===== src/verilog/flash_host_pkg.sv =====
// Constants, command codes and timing for the parallel flash host
package flash_host_pkg;

  // Register offsets on the control bus
  localparam logic [7:0] OFF_CTRL   = 8'h00;
  localparam logic [7:0] OFF_ADDR   = 8'h04;
  localparam logic [7:0] OFF_WDATA  = 8'h08;
  localparam logic [7:0] OFF_RDATA  = 8'h0C;
  localparam logic [7:0] OFF_STATUS = 8'h10;

  // Field positions
  localparam int CTRL_CMD_LSB   = 0;
  localparam int STAT_BUSY_BIT  = 0;
  localparam int STAT_IDMODE_BIT = 1;

  // Reset values
  localparam logic [15:0] ADDR_RESET  = 16'h0000;
  localparam logic [15:0] WDATA_RESET = 16'h0000;

  // Unlock addresses and command bytes
  localparam logic [15:0] UNLOCK_ADDR1 = 16'h5555;
  localparam logic [15:0] UNLOCK_ADDR2 = 16'h2AAA;
  localparam logic [7:0]  UNLOCK_DATA1 = 8'hAA;
  localparam logic [7:0]  UNLOCK_DATA2 = 8'h55;
  localparam logic [7:0]  CODE_PROGRAM = 8'hA0;
  localparam logic [7:0]  CODE_ERASE   = 8'h80;
  localparam logic [7:0]  CODE_CHIP    = 8'h10;
  localparam logic [7:0]  CODE_MAIN    = 8'h30;
  localparam logic [7:0]  CODE_LOCK    = 8'h40;
  localparam logic [7:0]  CODE_ID_IN   = 8'h90;
  localparam logic [7:0]  CODE_ID_OUT  = 8'hF0;

  // Host commands as written into the control register
  typedef enum logic [2:0] {
    CMD_READ       = 3'h0,
    CMD_PROGRAM    = 3'h1,
    CMD_CHIP_ERASE = 3'h2,
    CMD_MAIN_ERASE = 3'h3,
    CMD_LOCKOUT    = 3'h4,
    CMD_ID_ENTRY   = 3'h5,
    CMD_ID_EXIT    = 3'h6,
    CMD_ID_EXIT1   = 3'h7
  } cmd_type;

  // Timing: figures as printed, cycles derived from the clock
  localparam int CLK_PERIOD_NS  = 100;
  localparam int T_WE_LOW_NS    = 200;
  localparam int T_WE_HIGH_NS   = 200;
  localparam int T_READ_NS      = 90;
  localparam int T_ID_PAUSE_US  = 20;
  localparam int T_LOCK_PAUSE_S = 1;

  function automatic int cyc_ceil(input int ns);
    int c;
    c = (ns + CLK_PERIOD_NS - 1) / CLK_PERIOD_NS;
    return (c < 1) ? 1 : c;
  endfunction : cyc_ceil

  localparam int WE_LOW_CYC   = cyc_ceil(T_WE_LOW_NS);
  localparam int WE_HIGH_CYC  = cyc_ceil(T_WE_HIGH_NS);
  localparam int READ_CYC     = cyc_ceil(T_READ_NS) + 1;
  localparam int ID_PAUSE_CYC = cyc_ceil(T_ID_PAUSE_US * 1000);
  localparam int LOCK_PAUSE_CYC = T_LOCK_PAUSE_S * (1000000000 / CLK_PERIOD_NS);

endpackage : flash_host_pkg


===== src/verilog/flash_host.sv =====
// APB-controlled host that runs command sequences on a parallel NOR flash
// Summary of operation
// - Word program is AA@5555, 55@2AAA, A0@5555, then address and word.
// - Whole erase is six writes ending with 10 at 5555.
// - Main-array erase is the same six writes ending with 30.
// - Lockout set ends with 40 at 5555; host then idles one second.
// - Identification entry ends with 90 at 5555; host waits 20 us.
// - Identification exit ends with F0 at 5555, or is one F0 at the address register's address; host waits 20 us.
//
// Implementation choices: the placing of the registers and the APB interface to the registers.
`timescale 1ns/1ns
module flash_host
  import flash_host_pkg::*;
#(
  parameter int LOCK_PAUSE = LOCK_PAUSE_CYC
) (
  input  wire logic        mclk_i,
  input  wire logic        rst_i,
  input  wire logic        psel_i,
  input  wire logic        penable_i,
  input  wire logic        pwrite_i,
  input  wire logic [7:0]  paddr_i,
  input  wire logic [31:0] pwdata_i,
  output logic [31:0]      prdata_o,
  output logic             pready_o,
  output logic             pslverr_o,
  output logic [15:0]      flash_addr_o,
  output logic [15:0]      flash_dq_o,
  input  wire logic [15:0] flash_dq_i,
  output logic             flash_dq_oe_n_o,
  output logic             flash_ce_n_o,
  output logic             flash_oe_n_o,
  output logic             flash_we_n_o
);

  typedef enum logic [2:0] {
    S_IDLE, S_WSETUP, S_WPULSE, S_WREC, S_RACC, S_PAUSE
  } state_type;

  state_type   state_q, state_d;
  cmd_type     cmd_q, cmd_d;
  logic [2:0]  step_q, step_d;
  logic [23:0] cnt_q, cnt_d;
  logic [15:0] addr_q, wdata_q, rdata_q;
  logic        idmode_q;
  logic [31:0] prdata_q;
  logic        wr_acc, busy, start, bad_addr, refuse;
  logic [31:0] step_word;

  // Index of the last bus write in each write command (one less than the count); read, which makes no write, gives 0
  function automatic logic [2:0] last_step(input cmd_type c);
    unique case (c)
      CMD_PROGRAM:                      return 3'h3;
      CMD_CHIP_ERASE, CMD_MAIN_ERASE,
      CMD_LOCKOUT:                      return 3'h5;
      CMD_ID_ENTRY, CMD_ID_EXIT:        return 3'h2;
      CMD_READ, CMD_ID_EXIT1:           return 3'h0;
    endcase
  endfunction : last_step

  // Address and data of one write step, as {addr, data}
  function automatic logic [31:0] seq_word(input cmd_type c,
                                           input logic [2:0] i,
                                           input logic [15:0] a,
                                           input logic [15:0] d);
    logic [7:0] fin;
    fin = CODE_ID_OUT;
    unique case (c)
      CMD_CHIP_ERASE: fin = CODE_CHIP;
      CMD_MAIN_ERASE: fin = CODE_MAIN;
      CMD_LOCKOUT:    fin = CODE_LOCK;
      CMD_ID_ENTRY:   fin = CODE_ID_IN;
      CMD_PROGRAM:    fin = CODE_PROGRAM;
      default:        fin = CODE_ID_OUT;
    endcase
    if (c == CMD_ID_EXIT1)
      return {a, 8'h00, CODE_ID_OUT};
    if (c == CMD_PROGRAM && i == 3'h3)
      return {a, d};
    unique case (i)
      3'h0, 3'h3: return {UNLOCK_ADDR1, 8'h00, UNLOCK_DATA1};
      3'h1, 3'h4: return {UNLOCK_ADDR2, 8'h00, UNLOCK_DATA2};
      3'h2: begin
        if (c == CMD_PROGRAM || c == CMD_ID_ENTRY || c == CMD_ID_EXIT)
          return {UNLOCK_ADDR1, 8'h00, fin};
        return {UNLOCK_ADDR1, 8'h00, CODE_ERASE};
      end
      default: return {UNLOCK_ADDR1, 8'h00, fin};
    endcase
  endfunction : seq_word

  // Bus decode; answers with no wait state
  assign busy     = (state_q != S_IDLE);
  assign wr_acc   = psel_i && penable_i && pwrite_i;
  assign bad_addr = !(paddr_i == OFF_CTRL || paddr_i == OFF_ADDR ||
                      paddr_i == OFF_WDATA || paddr_i == OFF_RDATA ||
                      paddr_i == OFF_STATUS);
  // A new command while one runs is refused rather than queued
  assign refuse   = wr_acc && paddr_i == OFF_CTRL && busy;
  assign start    = wr_acc && paddr_i == OFF_CTRL && !busy;
  assign pready_o  = 1'b1;
  assign pslverr_o = psel_i && penable_i && (bad_addr || refuse);
  assign prdata_o  = prdata_q;

  // Read data captured in the setup cycle
  always_ff @(posedge mclk_i or posedge rst_i) begin
    if (rst_i) begin
      prdata_q <= 32'h0000_0000;
    end else if (psel_i && !penable_i && !pwrite_i) begin
      unique case (paddr_i)
        OFF_CTRL:   prdata_q <= {29'h0, cmd_q};
        OFF_ADDR:   prdata_q <= {16'h0000, addr_q};
        OFF_WDATA:  prdata_q <= {16'h0000, wdata_q};
        OFF_RDATA:  prdata_q <= {16'h0000, rdata_q};
        OFF_STATUS: prdata_q <= {30'h0, idmode_q, busy};
        default:    prdata_q <= 32'h0000_0000;
      endcase
    end
  end

  // Address and write-data registers
  always_ff @(posedge mclk_i or posedge rst_i) begin
    if (rst_i) begin
      addr_q  <= ADDR_RESET;
      wdata_q <= WDATA_RESET;
    end else if (wr_acc && !busy) begin
      if (paddr_i == OFF_ADDR)
        addr_q <= pwdata_i[15:0];
      if (paddr_i == OFF_WDATA)
        wdata_q <= pwdata_i[15:0];
    end
  end

  // Command latch
  always_ff @(posedge mclk_i or posedge rst_i) begin
    if (rst_i)
      cmd_q <= CMD_READ;
    else if (start)
      cmd_q <= cmd_type'(pwdata_i[CTRL_CMD_LSB +: 3]);
  end

  // Sequencer next state
  always_comb begin
    state_d = state_q;
    step_d  = step_q;
    cnt_d   = (cnt_q != 24'h000000) ? cnt_q - 24'h000001 : cnt_q;
    unique case (state_q)
      S_IDLE: begin
        step_d = 3'h0;
        if (start) begin
          if (cmd_type'(pwdata_i[CTRL_CMD_LSB +: 3]) == CMD_READ) begin
            state_d = S_RACC;
            cnt_d   = 24'(READ_CYC - 1);
          end else begin
            state_d = S_WSETUP;
          end
        end
      end
      S_WSETUP: begin
        state_d = S_WPULSE;
        cnt_d   = 24'(WE_LOW_CYC - 1);
      end
      S_WPULSE: begin
        if (cnt_q == 24'h000000) begin
          state_d = S_WREC;
          cnt_d   = 24'(WE_HIGH_CYC - 1);
        end
      end
      S_WREC: begin
        if (cnt_q == 24'h000000) begin
          if (step_q != last_step(cmd_q)) begin
            step_d  = step_q + 3'h1;
            state_d = S_WSETUP;
          end else if (cmd_q == CMD_LOCKOUT) begin
            state_d = S_PAUSE;
            cnt_d   = 24'(LOCK_PAUSE - 1);
          end else if (cmd_q == CMD_ID_ENTRY || cmd_q == CMD_ID_EXIT ||
                       cmd_q == CMD_ID_EXIT1) begin
            state_d = S_PAUSE;
            cnt_d   = 24'(ID_PAUSE_CYC - 1);
          end else begin
            // Program and erase end here; software polls with reads
            state_d = S_IDLE;
          end
        end
      end
      S_RACC: begin
        if (cnt_q == 24'h000000)
          state_d = S_IDLE;
      end
      S_PAUSE: begin
        if (cnt_q == 24'h000000)
          state_d = S_IDLE;
      end
      default: state_d = S_IDLE;
    endcase
  end

  // Sequencer registers
  always_ff @(posedge mclk_i or posedge rst_i) begin
    if (rst_i) begin
      state_q <= S_IDLE;
      step_q  <= 3'h0;
      cnt_q   <= 24'h000000;
    end else begin
      state_q <= state_d;
      step_q  <= step_d;
      cnt_q   <= cnt_d;
    end
  end

  // The first step is built at the start edge, before the latch holds
  // the new command, so the word must come from the incoming command
  assign cmd_d     = start ? cmd_type'(pwdata_i[CTRL_CMD_LSB +: 3]) : cmd_q;
  assign step_word = seq_word(cmd_d, step_d, addr_q, wdata_q);

  // Pin drivers registered from the next state, so pins never glitch.
  // Output-gate stays high on writes and chip-select drops before the
  // write strobe, so no write is lost to the inhibit conditions.
  always_ff @(posedge mclk_i or posedge rst_i) begin
    if (rst_i) begin
      flash_ce_n_o    <= 1'b1;
      flash_oe_n_o    <= 1'b1;
      flash_we_n_o    <= 1'b1;
      flash_dq_oe_n_o <= 1'b1;
      flash_addr_o    <= 16'h0000;
      flash_dq_o      <= 16'h0000;
    end else begin
      flash_ce_n_o    <= !(state_d == S_WSETUP || state_d == S_WPULSE ||
                           state_d == S_RACC);
      flash_oe_n_o    <= !(state_d == S_RACC);
      flash_we_n_o    <= !(state_d == S_WPULSE);
      flash_dq_oe_n_o <= !(state_d == S_WSETUP || state_d == S_WPULSE ||
                           state_d == S_WREC);
      if (state_d == S_WSETUP) begin
        flash_addr_o <= step_word[31:16];
        flash_dq_o   <= step_word[15:0];
      end else if (state_d == S_RACC && state_q == S_IDLE) begin
        flash_addr_o <= addr_q;
      end
    end
  end

  // Read capture on the last access cycle; repeated reads show polling
  always_ff @(posedge mclk_i or posedge rst_i) begin
    if (rst_i)
      rdata_q <= 16'h0000;
    else if (state_q == S_RACC && cnt_q == 24'h000000)
      rdata_q <= flash_dq_i;
  end

  // Host view of identification mode, cleared by either exit form
  always_ff @(posedge mclk_i or posedge rst_i) begin
    if (rst_i)
      idmode_q <= 1'b0;
    else if (state_q == S_PAUSE && cnt_q == 24'h000000)
      idmode_q <= (cmd_q == CMD_ID_ENTRY) ? 1'b1 :
                  (cmd_q == CMD_LOCKOUT) ? idmode_q : 1'b0;
  end
endmodule : flash_host


===== config.mk =====
export PLATFORM = sky130hd
export DESIGN_NAME = flash_host
export DESIGN_NICKNAME = d
export VERILOG_FILES = /design/src/verilog/flash_host_pkg.sv /design/src/verilog/flash_host.sv
export SDC_FILE = /design/constraint.sdc
export NUM_CORES = 1
export LEC_CHECK = 0
export BUFFER_PORTS_ARGS = -buffer_cell sky130_fd_sc_hd__buf_2
export CORE_MARGIN = 2
export CORE_UTILIZATION = 54
export CTS_CLUSTER_DIAMETER = 80
export CTS_CLUSTER_SIZE = 28
export DETAILED_ROUTE_END_ITERATION = 12
export PLACE_DENSITY = 0.74
export SLEW_MARGIN = 20
export SYNTH_ARGS = -nofsm -noshare
export SYNTH_HDL_FRONTEND = slang
export SYNTH_SLANG_ARGS = --single-unit

===== constraint.sdc =====
create_clock -name mclk_i -period 15.17 [get_ports mclk_i]
set_input_delay 4.551 -clock mclk_i [delete_from_list [all_inputs] [get_ports mclk_i]]
set_output_delay 4.551 -clock mclk_i [all_outputs]
set_load 0.01 [all_outputs]

Word level (Yosys, flattened, before mapping). Memory sizes are Yosys's and may differ from the RTL's. Cells that the tools add are included.

Shifts and indexed selects: 0. Reduce and logical (&&, ||, !) cells: 47. Muxes and demuxes: 44. Multipliers: 0. Equal/unequal tests: 30. Add/subtract/negate cells: 2. Bitwise operators: 0. Divide/modulo/power cells: 0. Order comparisons: 0.

Operator list (count): $mux 24 (8); $mux 32 (6); $pmux 24 s4 (1); $pmux 32 s3 (1); $pmux 16 s5 (1); $pmux 8 s5 (1); $mux 3 (13); $eq 3x3->1 const B (12); $mux 16 (2); $eq 3x2->1 const B (8); $logic_not 24->1 (1); $reduce_bool 24->1 (1); $sub 24x1->24 const B (1); $eq 8x4->1 const B (2); $pmux 3 s5 (1); $logic_and 1x1->1 (13); $eq 3x1->1 const B (4); $logic_or 1x1->1 (12); $logic_not 3->1 (3); $mux 1 (9); $eq 8x3->1 const B (1); $eq 8x5->1 const B (1); $logic_not 1->1 (8); $logic_not 8->1 (1); other kinds (8) (12).

Memories kept: 1. Register bits after elaboration: 150. Bits in read-only memories: 24. Memory bits (writable): 0. Logic and storage cells: 139. Input bits: 61. Bits in latches: 0.

Memory list: (name not given) (words 8, bits a word 3, rd ports 1, clocked after memory_dff 0, write ports 0, RTL line flash_host.sv:52) `unique case (c)`.

Longest topological paths before layout. Gate-level depths: netlist of run 1.

Depth in word-level cells: 18. Mapped depth: 12.

Least setup slack after synthesis of run 1. No wires, ideal clock.

Kind: input to output. Start point: in paddr_i[3]. End point: out pslverr_o. Slack: 4.638 ns. Required time: 10.619 ns. Data arrival time: 5.981 ns. Stages on the path: 7. Path buffers: 1. Path through: buf_6 or4_4 or4_1 nand2_1 nor2_1 a31oi_1 nor2_1.

Cells in the longest elaborated chain, start to end: 8.

Ends and longest elaborated chain: start: declaration (RTL line flash_host.sv:22) `input wire logic [7:0] paddr_i,`; $eq 8x3->1 or $logic_not 8->1 (tied branches) (RTL line flash_host.sv:95, flash_host.sv:99); $logic_or 1x1->1 (2 in series) (RTL line flash_host.sv:95) `assign bad_addr = !(paddr_i == OFF_CTRL || paddr_i == OFF_ADDR ||`; $logic_or 1x1->1 (2 in series) (RTL line flash_host.sv:96) `paddr_i == OFF_WDATA || paddr_i == OFF_RDATA ||`; $logic_not 1->1 (RTL line flash_host.sv:95); $logic_or 1x1->1 (*) (RTL line flash_host.sv:102) `assign pslverr_o = psel_i && penable_i && (bad_addr || refuse);`; $logic_and 1x1->1 (*) (RTL line flash_host.sv:102); end: declaration (RTL line flash_host.sv:26) `output logic pslverr_o,`.

Mark *: on every way between the ends. The rest lies on a longest branch, timed or not.

Worst setup path after layout of run 1.
Start point: in paddr_i[4]. End point: out pslverr_o.

Same word-level chain as after synthesis.

==> flow_summary.toml, run 1 <==
[outcome]
outcome = "finished clean"

[finish]
antenna_cells = 0
drive_gt1_frac = 0.277
fin_area_um2 = 8020
fillers = 1014
utilization = 0.641
area_growth_syn_to_layout_pct = 16.5
final_nets = 815

[clock_tree]
cts_tree = "done"
holdBufCountCts = 0
clk_pin_slew_ns = 0.06
cts-htree-levels = 4
cts_buffers = 17
clock_path_buffers = 2
clock_sinks = 134
root_buffer = "clkbuf_16"
insertion_delay_ns = 0.42
cts_resized = 0
postCtsSetupBuffers = 0

[min_path]
hold_path.class = "reg2reg"
min_from = "flash_dq_o[11]"

[timing]
fmax_mhz = 87.6
report.final.slew_viol_count = 0
min_period_ns = 11.42
rsz0062_at_grt = "false"
setup_tns_ns = 0
setup_viol = 0
period_share = 0.753
skew_ns = 0.00818
relSlewSlack = 0.316
tightest_slew_ns = 1.02
hold_violations = 0

[logic_synthesis]
syn-mean-instance-area_um2 = 10.5
async_reset_ff_frac = 1.00
ys.flop_type = "dfrtp_1"
yosysSeqAreaShare = 0.487
synth_area_um2 = 6890
synth_warnings = 0
ys_ff_latch = 134
synth_edf_count = 0
synthCells = 656
synthDistinctLibCells = 69

[grt]
grt_pass1_wl_um = 27500
grt_start_max_net_pins = 77
grt_util_all_layers = 0.266
gr-total-overflow = 0
antenna_found_initial = 0
grt_pass1_vias = 5356

[floorplan]
io_pins = 131
die_h_um = 117
die-area_um2 = 13700
coreArea_um2 = 12500
num_rows = 41
start_util = 0.550
fp.dieW_um = 117

[drt]
firstDrtPassIters = 6
drc_errors = 0
num_vias = 5625
detail_route.iter0.violations = 448
wl_um = 17900
antenna_left = 0
viasPerCell = 6.05
avgRoutedWirePerCell_um = 19.2

[pwr]
power_frac_seq = 0.440
p_comb_frac = 0.052
internal-power_w = 0.000655
p_clk_frac = 0.508
total_leakage_power_nw = 3.75
p_switching_w = 0.000188
power_density_nw_per_um2 = 105
ir_drop_uv = 81.5
sw_frac_of_total = 0.223

[placed_design]
port_buffers = 97
dpl_cell_area_um2 = 7410
place_hpwl_um = 12000
gp_congestion = 0.922

[setup_path]
r2r_start = "state_q[1]"
cp_max_fo = 18
worstPathArrival_ns = 6.87
path_class = "in2out"
crit_start = "paddr_i[4]"
worstSetupEndpointType = "output port"
critPathLaunchType = "input port"
crit_required_ns = 10.62

[run]
drv_cap = 0
==> through the flow <==
stage          instances  hold WS, ns  worst slack [ns]  power [W]
2_1_floorplan        671        0.464              4.64   0.000404
3_3_place_gp         898        0.482              3.89   0.000419
3_5_place_dp         898        0.490              3.82   0.000421
4_1_cts              930        0.506              3.78   0.000848
5_1_grt              930        0.516              3.65   0.000871
6_report             930        0.502              3.75   0.000843
==> cells in the mapped netlist (4+ instances only) <==
library cell  number  area (um^2)
inv_1             13         48.8
o21a_1             4         30.0
o21ai_0           37          185
dfstp_2            4          105
buf_4             17          128
nor4_1             8         50.1
xnor2_1           18          158
mux2_2            48          541
nor2_1            70          263
a21bo_2            7         70.1
nand4_1            5         31.3
a31oi_1            5         31.3
o31ai_1            5         37.5
a22o_1             9         78.8
a21o_1             4         30.0
nand2_1           36          135
or3_1              7         43.8
a21oi_1           53          265
nor3_1            13         65.1
or4_1             10         75.1
a221o_1           11          110
nand3_1           13         65.1
mux2i_1           20          200
nor2b_1            6         37.5
o211ai_1           6         45.0
clkbuf_1          19         71.3
ha_1               9          113
dfrtp_1          130         3250
xor2_1             9         78.8
buf_6              4         45.0
==> final timing paths <==
check	cells after the start	slack [ns]	end
max	8	3.75	pslverr_o
min	1	0.50	flash_dq_o[11]
max reg2reg	8	11.01	flash_addr_o[8]
min reg2reg	1	0.50	flash_dq_o[11]
max in group asynchronous	3	9.49	flash_dq_o[8]
min in group asynchronous	2	4.25	step_q[2]
==> power by group through the flow <==
stage | sequential (W) | combinational [W] | clock (W)
finish | 0.000371 | 0.0000436 | 0.000428
global route | 0.000372 | 0.0000486 | 0.000450
CTS | 0.000371 | 0.0000438 | 0.000433
global placement | 0.000377 | 0.0000426 | 0
detailed placement | 0.000377 | 0.0000435 | 0
floorplan | 0.000380 | 0.0000235 | 0
==> layout by cell type (no fill, tap or decap), types with 8 or more instances in the layout <==
cell type	netlist	final
a21oi_1	53	53
a221o_1	11	11
a22o_1	9	9
buf_2	3	97
clkbuf_16	0	17
conb_1	2	17
dfrtp_1	130	130
ha_1	9	9
inv_1	13	12
mux2_2	48	48
mux2i_1	20	20
nand2_1	36	36
nand3_1	13	13
nor2_1	70	70
nor3_1	13	13
nor4_1	8	8
o21ai_0	37	37
or4_1	10	10
xnor2_1	18	18
xor2_1	9	9
==> critical path, stage by stage <==
cell	delay, ns
buf_2	0.14
or4_1	0.57
nor3_1	0.21
and3b_1	0.82
nor2_1	0.11
a31oi_1	0.26
nor2_1	0.06
buf_2	0.14
==> per-layer routing <==
metal	global-route usage	routed length, um
met5	0	0
met4	0.0855	300
met3	0.0633	1340
met2	0.416	8530
met1	0.371	7710
==> layout make-up <==
cell class | instances | area (um^2) | share of cell area
multi-input cells | 479 | 3270 | 0.408
flip-flops and latches | 134 | 3360 | 0.419
clock inverters | 10 | 144 | 0.0179
clock buffers | 22 | 474 | 0.0591
well taps | 172 | 215 | 0.0268
inverters | 14 | 57.6 | 0.00717
repair buffers | 99 | 500 | 0.0624
==> logic make-up (layout without fill, tap and decap cells) <==
family	Yosys count	in the layout	synth area share
multiplexers	69	69	0.111
AO/OA/AOI/OAI	167	167	0.165
flip-flops	134	134	0.487
adder cells (fa/ha/maj)	9	9	0.0163
AND/OR/NAND/NOR	190	190	0.138
XOR/XNOR	27	27	0.0343
other	2	17	0.00109
buffers and inverters	58	145	0.0461
==> flip-flops by register name, summed over array words and instances (netlist names), 16 cells and up <==
signal / cells
addr_q: 16
cnt_q: 24
flash_addr_o: 16
prdata_o: 16
wdata_q: 16
flash_dq_o: 16
rdata_q: 16
(Power assumes the default switching activity.)
==> inputs of run 2 (changes only) <==
- clock period: 15.17 -> 12 ns (I/O delays scaled with it)
==> run 2 against run 1 <==
Effect of this change: non-clock buffer count grew 1; clock skew grew 0.0019 ns; cell count grew 0.22%; clock power grew 21%; hold slack lost 0.0073 ns; die area is the same; global-route usage shrank 0.44 points; combinational power grew 25%; largest cell class unchanged; largest power group unchanged.
==> flow_summary.toml, run 2 (synthesis gave the netlist of run 1 again) <==
[outcome]
outcome = "finished clean"

[finish]
utilization = 0.640
fillers = 1021
multiInputGateArea_um2 = 3270
final_nets = 816
final_common_cell = "dfrtp_1"
area_growth_syn_to_layout_pct = 16.2
seq_area_um2 = 3360
largest_reg_flops = 24
drive_gt1_frac = 0.278
final_cell_mix = "dfrtp_1, buf_2, nor2_1"
largest_register = "cnt_q"

[pwr]
internal-power_w = 0.000799
ir_drop_uv = 90.7
total_leakage_power_nw = 3.73
p_comb_frac = 0.053
power_density_nw_per_um2 = 130
p_clk_frac = 0.497
p_switching_w = 0.000243
power_frac_seq = 0.450
sw_frac_of_total = 0.233

[clock_tree]
clk_pin_slew_ns = 0.06
clock_path_buffers = 2
root_buffer = "clkbuf_16"
holdBufCountCts = 0
cts_tree = "done"
cts_buffers = 17
cts-htree-levels = 4
postCtsSetupBuffers = 0
insertion_delay_ns = 0.42
cts_resized = 0
clock_sinks = 134

[drt]
avgRoutedWirePerCell_um = 18.7
viasPerCell = 5.95
detail_route.iter0.violations = 463
wl_um = 17400
drc_errors = 0
num_vias = 5547
firstDrtPassIters = 6
antenna_left = 0

[floorplan]
num_rows = 41
die-area_um2 = 13700
die_h_um = 117
coreArea_um2 = 12500
start_util = 0.550
io_pins = 131
fp.dieW_um = 117

[placed_design]
gp_congestion = 0.929
port_buffers = 97
place_hpwl_um = 11900

[grt]
grt_pass1_vias = 5354
gr-total-overflow = 0
grt_start_max_net_pins = 72
antenna_found_initial = 1
grt_util_all_layers = 0.262
grt_pass1_wl_um = 27200

[run]
drv_cap = 0

[timing]
period_share = 0.792
rsz0062_at_grt = "false"
fmax_mhz = 105
setup_viol = 0
tightest_slew_ns = 0.980
skew_ns = 0.0101
report.final.slew_viol_count = 0
relSlewSlack = 0.345
setup_tns_ns = 0
hold_violations = 0
min_period_ns = 9.50

[setup_path]
critPathLaunchType = "input port"
worstPathArrival_ns = 5.90
crit_chain = "buf_2 > or4_1 > nor3_1 > and3b_1 > nor2_1 > a31oi_1 > nor2_1 > buf_2"
slowest_stage = "and3b_1"
worstSetupEndpointType = "output port"
cp_max_fo = 18
max_stage_delay_ns = 0.78
crit_required_ns = 8.40
path_class = "in2out"

[min_path]
hold_path.class = "reg2reg"
[run 2: cell count changes in the layout (fill, tap and decap cells not counted)]
cell        previous run  this run
buf_4                  2         3
clkbuf_8               3         1
clkinv_2               2         1
bufinv_16              3         2
inv_6                  1         4
clkinv_4               4         1
diode_2                0         1
inv_8                  0         1
clkinvlp_4             0         3
[run 2: worst paths after layout]
path | startpoint | end | slack [ns] | cells after the start
worst max register to register | state_q[1] | flash_addr_o[0] | 7.88 | 8
worst max-delay path | paddr_i[4] | pslverr_o | 2.50 | 8
min in group asynchronous | rst_i | cnt_q[8] | 3.33 | 2
max in group asynchronous | rst_i | flash_addr_o[6] | 7.27 | 3
worst min register to register | flash_dq_o[13] | flash_dq_o[13] | 0.50 | 1
worst min-delay path | flash_dq_o[13] | flash_dq_o[13] | 0.50 | 1
[run 2: final cells by class]
class	instances	area share
repair buffers	100	0.0635
multi-input cells	479	0.409
flip-flops and latches	134	0.420
well taps	172	0.0269
diodes	1	0.000313
clock buffers	20	0.0558
clock inverters	12	0.0178
inverters	14	0.00719
[run 2: layer usage]
metal  global-route usage  vias to the layer above  routed length [um]
met5                    0                        -                   0
met3               0.0561                       26                1330
met4               0.0949                        0                 270
met1                0.361                     2726                7470
met2                0.413                      258                8350
li1                     -                     2537                   -
[run 2: critical path: cells and delay by family]
| family | cells | cell delay (ns) |
|---|---|---|
| simple gates | 5 | 1.75 |
| buf+inv | 2 | 0.28 |
| compound gates | 1 | 0.27 |
[run 2: through the flow]
step | hold slack (ns) | setup WS, ns | cell area [um^2] | total power (W) | instances
final | 0.495 | 2.50 | 8010 | 0.00104 | 932
after detailed placement | 0.490 | 2.52 | 7410 | 0.000532 | 899
after CTS | 0.503 | 2.51 | 8000 | 0.00105 | 931
after global placement | 0.482 | 2.61 | 7410 | 0.000530 | 899
after global routing | 0.512 | 2.35 | 8010 | 0.00108 | 932
after floorplan | 0.464 | 3.37 | 6950 | 0.000510 | 671
[run 2: power groups by stage]
stage | Sequential [W] | Combinational, W | Clock (W)
6_report | 0.000469 | 0.0000547 | 0.000518
5_1_grt | 0.000470 | 0.0000608 | 0.000544
4_1_cts | 0.000469 | 0.0000553 | 0.000523
3_5_place_dp | 0.000477 | 0.0000550 | 0
3_3_place_gp | 0.000476 | 0.0000536 | 0
2_1_floorplan | 0.000481 | 0.0000297 | 0
